[src/gpc_cfg.svh]
/*
  Register offsets, field positions, reset values and pin masks for the
  port control block. Assumes it is included by the package and the modules.
*/
`ifndef GPC_CFG_SVH
`define GPC_CFG_SVH

// port geometry
`define GPC_NUM_PORTS   15
`define GPC_PORT_PINS   120
`define GPC_PU_GROUPS   30
`define GPC_GROUP_PINS  4
`define GPC_EXT_FIRST   11
`define GPC_BUS_LAST    5

// register byte addresses
`define GPC_DIR_BASE    10'h3C8
`define GPC_DATA_BASE   10'h3E8
`define GPC_PORT8_DATA  10'h3F0
`define GPC_PUR_BASE    10'h3F8
`define GPC_PORT_CTRL   10'h3FC
`define GPC_WR_PROTECT  10'h3FD
`define GPC_PROC_MODE   10'h3FE
`define GPC_LAST_IDX    10'h00E

// port indices with special handling
`define GPC_PORT1       4'h1
`define GPC_PORT8       4'h8
`define GPC_PORT9       4'h9

// field positions
`define GPC_EXT_EN_BIT  7
`define GPC_BUS_PU_BIT  1
`define GPC_LATCH_RB    0
`define GPC_PROT_REL_BIT 2
`define GPC_BCLK_OFF    7
`define GPC_NMI_BIT     5
`define GPC_NMI_PIN     69

// reset values of pullup_select_reg_b
`define GPC_PURB_SINGLE 8'h00
`define GPC_PURB_BUS    8'h02

// pin masks over the flat 120-pin vector
`define GPC_BUS_PU_MASK 120'hFF0FFFFFFFFF
`define GPC_LOCK_MASK   120'hFFFFFFFFFFFF
`define GPC_NOPU_MASK   120'h200300000000000000
`define GPC_OD_MASK     120'h0300000000000000
`define GPC_INONLY_MASK 120'h200000000000000000

`endif

[src/gpc_pkg.sv]
/*
  Types of the port control block: mode encodings, phases and the state
  records of both modules. Assumes gpc_cfg.svh is on the include path.
*/
`include "gpc_cfg.svh"

package gpc_pkg;

  typedef enum logic [1:0] {
    PM_SINGLE = 2'h0,
    PM_EXPAND = 2'h1,
    PM_RSVD   = 2'h2,
    PM_MICRO  = 2'h3
  } gpc_mode_t;

  typedef enum logic {
    PH_STRAP = 1'h0,
    PH_RUN   = 1'h1
  } gpc_phase_t;

  typedef struct packed {
    gpc_phase_t                        phase;
    gpc_mode_t                         pmode;
    logic                              busClkOff;
    logic [`GPC_NUM_PORTS-1:0][7:0]    dir;
    logic [`GPC_NUM_PORTS-1:0][7:0]    latch;
    logic [3:0][7:0]                   pur;
    logic                              latchRb;
    logic                              protRel;
    logic [7:0]                        rdata;
  } gpc_ctrl_t;

  typedef struct packed {
    logic [`GPC_PORT_PINS-1:0] out;
    logic [`GPC_PORT_PINS-1:0] oe;
    logic [`GPC_PORT_PINS-1:0] pu;
  } gpc_pin_t;

endpackage : gpc_pkg

[src/gpc_pin_stage.sv]
/*
  Pin stage: turns direction, latch and pull-up selections into registered
  pin drive, enable and pull-up controls. Assumes its inputs are the next
  register values of the control core, so pins follow on the write edge.
*/
`timescale 1ns/100ps
`default_nettype none

module gpc_pin_stage
  import gpc_pkg::*;
(
  // clock and reset
  input  wire logic                      mclk,
  input  wire logic                      reset_n,
  // register image
  input  wire logic [`GPC_PORT_PINS-1:0] dir,
  input  wire logic [`GPC_PORT_PINS-1:0] latch,
  input  wire logic [31:0]               pur,
  input  wire logic                      busMode,
  // pin controls
  output logic [`GPC_PORT_PINS-1:0]      pinOut,
  output logic [`GPC_PORT_PINS-1:0]      pinOe,
  output logic [`GPC_PORT_PINS-1:0]      pinPullup
);

  gpc_pin_t pin_ff;
  gpc_pin_t nxt_pin;

  // per-pin drive and pull-up decisions
  always_comb begin
    logic [`GPC_PORT_PINS-1:0] grp;
    grp = '0;
    for (int g = 0; g < `GPC_PU_GROUPS; g++) begin
      grp[g*`GPC_GROUP_PINS +: `GPC_GROUP_PINS] = {`GPC_GROUP_PINS{pur[g]}};
    end
    nxt_pin.pu  = grp & ~dir & ~`GPC_NOPU_MASK
                & ~(busMode ? `GPC_BUS_PU_MASK : '0);
    nxt_pin.oe  = dir & ~`GPC_INONLY_MASK
                & ~(busMode ? `GPC_LOCK_MASK : '0)
                & ~(`GPC_OD_MASK & latch);
    nxt_pin.out = latch & ~`GPC_OD_MASK;
  end

  // register the pin controls
  always_ff @(posedge mclk or negedge reset_n) begin
    if (!reset_n) begin
      pin_ff <= '0;
    end else begin
      pin_ff <= nxt_pin;
    end
  end

  assign pinOut    = pin_ff.out;
  assign pinOe     = pin_ff.oe;
  assign pinPullup = pin_ff.pu;

  a_pu_input_only: assert property (
    @(posedge mclk) disable iff (!reset_n)
    (pin_ff.pu & $past(dir)) == '0)
    else $error("pull-up left on an output pin");

  a_pu_whole_group: assert property (
    @(posedge mclk) disable iff (!reset_n)
    $past(pur[8]) && ($past(dir[35:32]) == 4'h0) && !$past(busMode)
      |-> pin_ff.pu[35:32] == 4'hF)
    else $error("group pull-up not applied to all four pins");

  a_bus_pu_off: assert property (
    @(posedge mclk) disable iff (!reset_n)
    $past(busMode) |-> (pin_ff.pu & `GPC_BUS_PU_MASK) == '0)
    else $error("pull-up on a bus pin in bus mode");

  a_open_drain: assert property (
    @(posedge mclk) disable iff (!reset_n)
    (pin_ff.out[57:56] == 2'h0) && (pin_ff.pu[57:56] == 2'h0)
      && (pin_ff.oe[56] == ($past(dir[56]) && !$past(latch[56]))))
    else $error("open-drain pin driven high or pulled up");

  a_latch_driven: assert property (
    @(posedge mclk) disable iff (!reset_n)
    $past(dir[80]) |-> pin_ff.oe[80] && (pin_ff.out[80] == $past(latch[80])))
    else $error("output latch not driven on pin");

endmodule : gpc_pin_stage

`default_nettype wire

[src/gpc_port_ctrl.sv]
/*
  Port control core: direction and data registers of ports 0 to 14, the
  four pull-up select registers, port control, write protect and processor
  mode. Assumes a plain register port (read data one cycle after the read
  strobe) and pin inputs synchronous to mclk.
*/
// The plain strobed port is this design's own decision.
`timescale 1ns/100ps
`default_nettype none

// How it works
// - one select bit covers four pins
// - pull-up only on selected input pins
// - extension ports need enable bit first
// - enable low clears extension port data
// - bus modes: bits kept, no pull-ups on pins 0-47 except 36-39
// - readback bit returns port 1 latch
// - bus pins ignore direction and data writes
// - port 7 pins 0,1 open drain
// - input pin reads its level
// - output pin drives its latch
// - port 8 bit 5 reads interrupt pin
// - entering bus mode from single-chip mode sets bus pull-up
// - hardware reset loads from boot pin
// - soft resets load from current mode
// - no extension ports: enable stays zero
// - direction one output, zero input
// - output pin reads its latch
module gpc_port_ctrl
  import gpc_pkg::*;
#(
  parameter logic HAS_EXT_PORTS = 1'h1
)
(
  // clock and reset
  input  wire logic                      mclk,
  input  wire logic                      reset_n,
  // reset causes and straps
  input  wire logic                      softReset,
  input  wire logic                      bootModePin,
  // register port
  input  wire logic [9:0]                regAddr,
  input  wire logic [7:0]                regWdata,
  input  wire logic                      regWr,
  input  wire logic                      regRd,
  output logic [7:0]                     regRdata,
  // mode status
  output gpc_pkg::gpc_mode_t             procMode,
  // pins
  input  wire logic [`GPC_PORT_PINS-1:0] pinIn,
  output logic [`GPC_PORT_PINS-1:0]      pinOut,
  output logic [`GPC_PORT_PINS-1:0]      pinOe,
  output logic [`GPC_PORT_PINS-1:0]      pinPullup
);

  import gpc_pkg::*;

  gpc_ctrl_t ctrl_ff;
  gpc_ctrl_t nxt_ctrl;

  logic       busMode;
  logic       nxtBusMode;
  logic       running;
  logic [3:0] dirIdx;
  logic [3:0] dataIdx;
  logic [7:0] pinByte;

  // true while the external bus owns the low ports
  function automatic logic isBusMode(input gpc_mode_t m);
    return (m == PM_EXPAND) || (m == PM_MICRO);
  endfunction : isBusMode

  // address falls into a 15-register port block
  function automatic logic portHit(input logic [9:0] a, input logic [9:0] base);
    return (a >= base) && (a <= 10'(base + `GPC_LAST_IDX));
  endfunction : portHit

  // port number inside a port block
  function automatic logic [3:0] portIdx(input logic [9:0] a, input logic [9:0] base);
    return 4'(a - base);
  endfunction : portIdx

  // bits of a port that writes must leave alone
  function automatic logic [7:0] lockMask(input logic [3:0] idx, input logic bus);
    logic [7:0] m;
    m = (bus && (idx <= 4'(`GPC_BUS_LAST))) ? 8'hFF : 8'h00;
    if (idx == `GPC_PORT8) begin
      m[`GPC_NMI_BIT] = 1'h1;
    end
    if (!HAS_EXT_PORTS && (idx >= 4'(`GPC_EXT_FIRST))) begin
      m = 8'hFF;
    end
    return m;
  endfunction : lockMask

  // pull-up register b value chosen by a processor mode
  function automatic logic [7:0] purBReset(input gpc_mode_t m);
    return isBusMode(m) ? `GPC_PURB_BUS : `GPC_PURB_SINGLE;
  endfunction : purBReset

  // decode helpers
  assign busMode    = isBusMode(ctrl_ff.pmode);
  assign nxtBusMode = isBusMode(nxt_ctrl.pmode);
  assign running    = (ctrl_ff.phase == PH_RUN);
  assign dirIdx     = portIdx(regAddr, `GPC_DIR_BASE);
  assign dataIdx    = portIdx(regAddr, `GPC_DATA_BASE);
  assign pinByte    = pinIn[{dataIdx, 3'h0} +: 8];

  // next-state logic: strap capture, soft reset, writes and reads
  always_comb begin
    logic [7:0] keep;
    logic [7:0] sel;
    logic [7:0] rd;
    gpc_mode_t  newMode;
    keep    = 8'h00;
    sel     = 8'h00;
    rd      = 8'h00;
    newMode = PM_SINGLE;
    nxt_ctrl       = ctrl_ff;
    nxt_ctrl.rdata = 8'h00;
    case (ctrl_ff.phase)
      PH_STRAP: begin
        // boot pin sampled on the first edge after release
        nxt_ctrl.phase  = PH_RUN;
        nxt_ctrl.pmode  = bootModePin ? PM_MICRO : PM_SINGLE;
        nxt_ctrl.pur[1] = bootModePin ? `GPC_PURB_BUS : `GPC_PURB_SINGLE;
      end
      PH_RUN: begin
        if (softReset) begin
          // soft resets keep the processor mode
          nxt_ctrl.dir       = '0;
          nxt_ctrl.latch     = '0;
          nxt_ctrl.pur       = '0;
          nxt_ctrl.pur[1]    = purBReset(ctrl_ff.pmode);
          nxt_ctrl.latchRb   = 1'h0;
          nxt_ctrl.protRel   = 1'h0;
          nxt_ctrl.busClkOff = 1'h0;
        end else begin
          if (regWr) begin
            // any write other than to the protect register ends the release
            nxt_ctrl.protRel = 1'h0;
            if (portHit(regAddr, `GPC_DIR_BASE)) begin
              keep = lockMask(dirIdx, busMode);
              if ((dirIdx != `GPC_PORT9) || ctrl_ff.protRel) begin
                nxt_ctrl.dir[dirIdx] = (ctrl_ff.dir[dirIdx] & keep)
                                     | (regWdata & ~keep);
              end
            end
            if (portHit(regAddr, `GPC_DATA_BASE)) begin
              keep = lockMask(dataIdx, busMode);
              nxt_ctrl.latch[dataIdx] = (ctrl_ff.latch[dataIdx] & keep)
                                      | (regWdata & ~keep);
            end
            for (int k = 0; k < 4; k++) begin
              if (regAddr == 10'(`GPC_PUR_BASE + k)) begin
                nxt_ctrl.pur[k] = regWdata;
              end
            end
            if ((regAddr == 10'(`GPC_PUR_BASE + 3)) && !HAS_EXT_PORTS) begin
              nxt_ctrl.pur[3][`GPC_EXT_EN_BIT] = 1'h0;
            end
            if (regAddr == `GPC_PORT_CTRL) begin
              nxt_ctrl.latchRb = regWdata[`GPC_LATCH_RB];
            end
            if (regAddr == `GPC_WR_PROTECT) begin
              nxt_ctrl.protRel = regWdata[`GPC_PROT_REL_BIT];
            end
            if (regAddr == `GPC_PROC_MODE) begin
              newMode            = gpc_mode_t'(regWdata[1:0]);
              nxt_ctrl.pmode     = newMode;
              nxt_ctrl.busClkOff = regWdata[`GPC_BCLK_OFF];
              if ((ctrl_ff.pmode == PM_SINGLE) && isBusMode(newMode)) begin
                nxt_ctrl.pur[1][`GPC_BUS_PU_BIT] = 1'h1;
              end
            end
          end
          if (regRd) begin
            if (portHit(regAddr, `GPC_DATA_BASE)) begin
              sel = ctrl_ff.dir[dataIdx];
              if ((dataIdx == `GPC_PORT1) && ctrl_ff.latchRb) begin
                sel = 8'hFF;
              end
              if (dataIdx == `GPC_PORT8) begin
                sel[`GPC_NMI_BIT] = 1'h0;
              end
              rd = (ctrl_ff.latch[dataIdx] & sel) | (pinByte & ~sel);
              if (!HAS_EXT_PORTS && (dataIdx >= 4'(`GPC_EXT_FIRST))) begin
                rd = 8'h00;
              end
            end else if (portHit(regAddr, `GPC_DIR_BASE)) begin
              rd = ctrl_ff.dir[dirIdx];
            end else if (regAddr == `GPC_PORT_CTRL) begin
              rd = {7'h00, ctrl_ff.latchRb};
            end else if (regAddr == `GPC_WR_PROTECT) begin
              rd = 8'h00;
              rd[`GPC_PROT_REL_BIT] = ctrl_ff.protRel;
            end else if (regAddr == `GPC_PROC_MODE) begin
              rd = {ctrl_ff.busClkOff, 5'h00, ctrl_ff.pmode};
            end else begin
              for (int k = 0; k < 4; k++) begin
                if (regAddr == 10'(`GPC_PUR_BASE + k)) begin
                  rd = ctrl_ff.pur[k];
                end
              end
            end
            nxt_ctrl.rdata = rd;
          end
        end
      end
      default: begin
        nxt_ctrl.phase = PH_STRAP;
      end
    endcase
    // extension ports hold zero while disabled
    if (!nxt_ctrl.pur[3][`GPC_EXT_EN_BIT]) begin
      nxt_ctrl.latch[`GPC_NUM_PORTS-1:`GPC_EXT_FIRST] = '0;
    end
  end

  // state register
  always_ff @(posedge mclk or negedge reset_n) begin
    if (!reset_n) begin
      ctrl_ff <= '0;
    end else begin
      ctrl_ff <= nxt_ctrl;
    end
  end

  assign regRdata = ctrl_ff.rdata;
  assign procMode = ctrl_ff.pmode;

  // pin stage follows the next register image so pins move on the write edge
  gpc_pin_stage u_pin_stage (
    .mclk      (mclk),
    .reset_n   (reset_n),
    .dir       (nxt_ctrl.dir),
    .latch     (nxt_ctrl.latch),
    .pur       (nxt_ctrl.pur),
    .busMode   (nxtBusMode),
    .pinOut    (pinOut),
    .pinOe     (pinOe),
    .pinPullup (pinPullup)
  );

  a_ext_clear: assert property (
    @(posedge mclk) disable iff (!reset_n)
    !ctrl_ff.pur[3][`GPC_EXT_EN_BIT] |-> ctrl_ff.latch[14:11] == '0)
    else $error("extension port data not cleared");

  a_p1_readback: assert property (
    @(posedge mclk) disable iff (!reset_n)
    regRd && running && !softReset && ctrl_ff.latchRb
      && (regAddr == 10'(`GPC_DATA_BASE + 10'h001))
      |=> regRdata == $past(ctrl_ff.latch[1]))
    else $error("port 1 read ignored latch readback");

  a_nmi_bit: assert property (
    @(posedge mclk) disable iff (!reset_n)
    regRd && running && !softReset && (regAddr == `GPC_PORT8_DATA)
      |=> regRdata[`GPC_NMI_BIT] == $past(pinIn[`GPC_NMI_PIN]))
    else $error("port 8 bit 5 does not show interrupt pin");

  a_bus_lock: assert property (
    @(posedge mclk) disable iff (!reset_n)
    regWr && running && !softReset && busMode && (regAddr == `GPC_DIR_BASE)
      |=> $stable(ctrl_ff.dir[0]))
    else $error("bus pin direction changed in bus mode");

  a_p9_guard: assert property (
    @(posedge mclk) disable iff (!reset_n)
    regWr && running && !softReset && !ctrl_ff.protRel
      && (regAddr == 10'(`GPC_DIR_BASE + 10'h009))
      |=> $stable(ctrl_ff.dir[9]))
    else $error("port 9 direction written while protected");

  a_mode_pullup: assert property (
    @(posedge mclk) disable iff (!reset_n)
    regWr && running && !softReset && (ctrl_ff.pmode == PM_SINGLE)
      && (regAddr == `GPC_PROC_MODE) && (regWdata[1:0] == 2'h1)
      |=> ctrl_ff.pur[1][`GPC_BUS_PU_BIT])
    else $error("bus group pull-up not set on mode change");

  a_strap_load: assert property (
    @(posedge mclk) disable iff (!reset_n)
    (ctrl_ff.phase == PH_STRAP) ##1 running
      |-> ctrl_ff.pur[1] == ($past(bootModePin) ? `GPC_PURB_BUS : `GPC_PURB_SINGLE))
    else $error("pull-up register b wrong after hardware reset");

  a_strap_mode: assert property (
    @(posedge mclk) disable iff (!reset_n)
    (ctrl_ff.phase == PH_STRAP) ##1 running
      |-> procMode == ($past(bootModePin) ? PM_MICRO : PM_SINGLE))
    else $error("processor mode not taken from boot pin");

  a_soft_mode_kept: assert property (
    @(posedge mclk) disable iff (!reset_n)
    softReset && running |=> $stable(ctrl_ff.pmode))
    else $error("soft reset changed the processor mode");

  a_rdata_idle: assert property (
    @(posedge mclk) disable iff (!reset_n)
    !regRd |=> regRdata == 8'h00)
    else $error("read data not cleared outside a read");

  a_prot_one_shot: assert property (
    @(posedge mclk) disable iff (!reset_n)
    regWr && running && !softReset && (regAddr != `GPC_WR_PROTECT)
      |=> !ctrl_ff.protRel)
    else $error("protect release outlived the next write");

  a_dir_write: assert property (
    @(posedge mclk) disable iff (!reset_n)
    regWr && running && !softReset && !busMode
      && (regAddr == 10'(`GPC_DIR_BASE + 10'h002))
      |=> ctrl_ff.dir[2] == $past(regWdata))
    else $error("direction write did not land on its edge");

  a_pur_writable: assert property (
    @(posedge mclk) disable iff (!reset_n)
    regWr && running && !softReset && (regAddr == `GPC_PUR_BASE)
      |=> ctrl_ff.pur[0] == $past(regWdata))
    else $error("pull-up select write did not land");

  a_soft_load: assert property (
    @(posedge mclk) disable iff (!reset_n)
    softReset && running
      |=> ctrl_ff.pur[1] == ($past(busMode) ? `GPC_PURB_BUS : `GPC_PURB_SINGLE))
    else $error("pull-up register b wrong after soft reset");

  a_input_read: assert property (
    @(posedge mclk) disable iff (!reset_n)
    regRd && running && !softReset && (ctrl_ff.dir[10] == 8'h00)
      && (regAddr == 10'(`GPC_DATA_BASE + 10'h00A))
      |=> regRdata == $past(pinIn[87:80]))
    else $error("input port read did not return pin level");

  a_output_read: assert property (
    @(posedge mclk) disable iff (!reset_n)
    regRd && running && !softReset && (ctrl_ff.dir[10] == 8'hFF)
      && (regAddr == 10'(`GPC_DATA_BASE + 10'h00A))
      |=> regRdata == $past(ctrl_ff.latch[10]))
    else $error("output port read did not return latch");

endmodule : gpc_port_ctrl

`default_nettype wire

[config.mk]
export PLATFORM = sky130hd
export DESIGN_NAME = gpc_port_ctrl
export DESIGN_NICKNAME = d
export VERILOG_FILES = /design/src/gpc_pkg.sv /design/src/gpc_pin_stage.sv /design/src/gpc_port_ctrl.sv
export VERILOG_INCLUDE_DIRS = /design/src /design/src/src
export SDC_FILE = /design/constraint.sdc
export NUM_CORES = 1
export LEC_CHECK = 0
export ABC_AREA = 1
export BUFFER_PORTS_ARGS = -buffer_cell sky130_fd_sc_hd__buf_4
export CAP_MARGIN = 0
export CORE_MARGIN = 2
export CORE_UTILIZATION = 59
export CTS_CLUSTER_DIAMETER = 80
export CTS_CLUSTER_SIZE = 14
export DETAILED_ROUTE_END_ITERATION = 7
export GPL_TIMING_DRIVEN = 1
export PLACE_DENSITY = 0.93
export REMOVE_ABC_BUFFERS = 1
export SLEW_MARGIN = 10
export SYNTH_ARGS = -nofsm -noshare
export SYNTH_HDL_FRONTEND = slang
export SYNTH_SLANG_ARGS = --single-unit
[constraint.sdc]
create_clock -name mclk -period 3.09 [get_ports mclk]
set_input_delay 0.618 -clock mclk [delete_from_list [all_inputs] [get_ports mclk]]
set_output_delay 0.618 -clock mclk [all_outputs]
set_load 0.01 [all_outputs]
==> out/qor.yml <==
detailed_routing:
  num_vias: 23848
  top_layer: "met5"
  viasPerCell: 6.11
  drc: 0
  routed-wl-met3_microns: 13700
  drtPass1Iterations: 7
  drt-met1-wl_microns: 31400
  drtAntennaViolNets: 0
  wl_met2_microns: 39700
  drt-wirelength-per-cell_microns: 23.7
  drt_iter0_markers: 3567
  wl_microns: 92400
critical_path:
  slowest_stage: "inv_1"
  slowest_delay_ns: 0.40
  r2r-end: "ctrl_ff[104]$_DFFE_PN0P_"
  r2r_setup_slack_ns: 0.62
  crit_top_cell: "nand2_1"
  crit_family: "simple AND/OR/NAND/NOR gates"
  startpoint_type: "primary input"
  startpoint: "regAddr[0]"
  cp_data_arrival_time_ns: 3.13
  crit_cells: 12
  cp-end-kind: "flip-flop"
  cp-endpoint: "u_pin_stage.pinPullup[32]$_DFF_PN0_"
  criticalPathCategory: "primary input to flip-flop"
  path_buf_inv: 4
  crit_fanout: 15
  r2r_start: "running$_DFF_PN0_"
  crit_chain: "buf_4, inv_2, nand2_2, nor2_2, inv_2, nor2_1, nand2_1, o21ai_1, nand2_1, inv_1, nand2_1, nor2_1"
  cp.required_ns: 3.57
  rr_worst_depth: 6
run_status:
  status: "finished, final reports clean"
finish:
  nNetsFinal: 3521
  area_delta_synth_final_pct: 19.1
  drive_above_1_share: 0.205
  fin_cells: 3906
synthesis:
  yosysUniqueCellTypes: 36
  yosysSeqAreaShare: 0.491
  synth.area.top_cells: "dfrtp_1 (49%), nand2_1 (18%), buf_4 (6.9%)"
  synth_edf_count: 0
  syn_inst: 3051
  synth_top_area_cell: "dfrtp_1"
  synthFlopType: "dfrtp_1"
  async_flop_share: 1.00
  synth.most_common_cell: "nand2_1"
  syn_area_sq_um: 23100
  avgSynthCellArea_sq_um: 7.57
  ys_ff_latch: 453
  synth_common_cells: "nand2_1 (1087), dfrtp_1 (453), inv_1 (253)"
  ys_warn_count: 0
  synth_top_area_share: 0.491
placement:
  gp_congestion: 1.07
  port-buffer-count: 507
  dp.cells: 3854
  dpl.hpwl_microns: 66300
timing:
  fin_setup_tns_ns: 0
  setup_viol: 0
  fmax_ghz: 0.378
  rsz0062_at_grt: "no"
  report.final.slew_viol_count: 0
  fin_skew_ns: 0.0241
  worstMarginPinSlew_ns: 1.01
  hold_viol_final: 0
  fin_crit_sh: 0.857
  layout_min_cycle_time_ns: 2.65
  slew_headroom: 0.321
floorplanning:
  initial_core_util: 0.598
  die_w_microns: 202
  row_count: 72
  io_pins: 514
  die_area_sq_um: 40700
  die_h_microns: 202
  placeableCoreArea_sq_um: 38600
power:
  p_int_mw: 8.69
  power.total_mw: 11.9
  pwr-share-seq: 0.501
  switching_power_mw: 3.19
  leakagePower_nw: 14.9
  p_clk_frac: 0.382
  pwr_density_cell_nw_per_um2: 432
  netSwitchingFraction: 0.269
  combPwrFrac: 0.117
  ir_drop_mv: 0.384
cts:
  cts.path.max_buffers: 3
  clock-sinks: 453
  cts.htree.levels: 2
  numCtsBuffers: 38
  tritoncts: "built"
  cts_resized: 0
  clkTransAtPathRegs_ns: 0.07
  cts_root_buf: "clkbuf_16"
  insertion_delay_ns: 0.59
grt:
  antenna_found_initial: 10
  grt_pass1_wl_microns: 137000
  grt_max_degree: 91
  gr-total-overflow: 0
  first_global_vias: 22789
  gr-usage-all-layers: 0.447
flow_run:
  max-cap-violations: 0
min_path:
  hold_path_class: "primary input to flip-flop"
[registers in the layout, summed over array words and instances (netlist names)]
signal and cells:
u_pin_stage.pinOut 15, running 1, regRdata 8, ctrl_ff 252, procMode 2, u_pin_stage.pinOe 58
u_pin_stage.pinPullup 117
[worst register-to-register path, cell delays in order, from the launching register on]
cell and delay, ns:
dfrtp_1 0.61, nand2_1 0.51, o21ai_1 0.22, buf_4 0.28, o21ai_0 0.43, nand2_1 0.18, o21ai_0 0.09
[power groups by stage]
stage | registers [mW] | clock network [mW] | logic (mW)
2_1_floorplan | 6.07 | 0 | 0.504
3_3_place_gp | 6.07 | 0 | 1.30
3_5_place_dp | 6.07 | 0 | 1.32
4_1_cts | 5.96 | 4.52 | 1.32
5_1_grt | 5.95 | 4.77 | 1.46
6_report | 5.96 | 4.54 | 1.39
[repair_timing]
action	in CTS	in global routing
setup buffers	0	0
endpoints found under the hold margin	39	0
hold buffers	1	0
[how the worst min path moves through the flow]
| stage | startpoint | cells past startpoint | endpoint |
|---|---|---|---|
| 2_1_floorplan | reset_n | 0 | ctrl_ff[100]$_DFFE_PN0P_ |
| 3_3_place_gp | ctrl_ff[231]$_DFFE_PN0P_ | 2 | ctrl_ff[231]$_DFFE_PN0P_ |
| 5_1_grt | regWdata[1] | 3 | procMode[1]$_DFF_PN0_ |
| 4_1_cts | regWdata[1] | 3 | procMode[1]$_DFF_PN0_ |
| 3_5_place_dp | ctrl_ff[231]$_DFFE_PN0P_ | 2 | ctrl_ff[231]$_DFFE_PN0P_ |
| 6_report | regWdata[1] | 3 | procMode[1]$_DFF_PN0_ |
[cell families after synthesis]
group	after synthesis	share of synthesized area
other	2	0.000325
DFF	453	0.491
and+or+nand+nor	1497	0.258
buffers and inverters	583	0.132
AOI/OAI and AO/OA	516	0.119
[through the flow]
| step | hold WS, ns | cell area, sq um | setup slack (ns) | util |
|---|---|---|---|---|
| after global routing | 0.294 | 27500 | 0.399 | 0.712 |
| after CTS | 0.282 | 27500 | 0.574 | 0.711 |
| final | 0.292 | 27500 | 0.443 | 0.712 |
| after global placement | 0.473 | 26400 | 0.181 | 0.684 |
| after floorplan | 0.322 | 21100 | -1.82 | - |
| after detailed placement | 0.483 | 26400 | 0.0179 | 0.684 |
[final cells by class]
| type | count | area [sq um] |
|---|---|---|
| Fill cell | 2965 | 11100 |
| Sequential cell | 453 | 11300 |
| Multi-Input combinational cell | 2020 | 8740 |
| Clock inverter | 4 | 66.3 |
| Antenna cell | 8 | 20.0 |
| Inverter | 265 | 995 |
| Tap cell | 518 | 648 |
| Clock buffer | 39 | 976 |
| Timing Repair Buffer | 599 | 4730 |
[per-layer routing]
layer  vias to the layer above  GRT usage
met5                         -          0
met3                       521      0.152
met4                         4      0.298
met2                      2205      0.663
li1                      10121          -
met1                     10997      0.559
[cells in the final DEF, fill, tap and decap left out, types with 33 or more instances in the layout]
cell | Yosys | final
o22ai_1 | 100 | 100
buf_4 | 212 | 579
nor2_1 | 227 | 227
nand2_1 | 1087 | 1085
a21oi_1 | 140 | 140
nand3_1 | 136 | 136
o21ai_0 | 228 | 228
o21ai_1 | 33 | 33
inv_1 | 253 | 251
dfrtp_1 | 453 | 453
clkbuf_16 | 0 | 39
(Power assumes the default switching activity.)
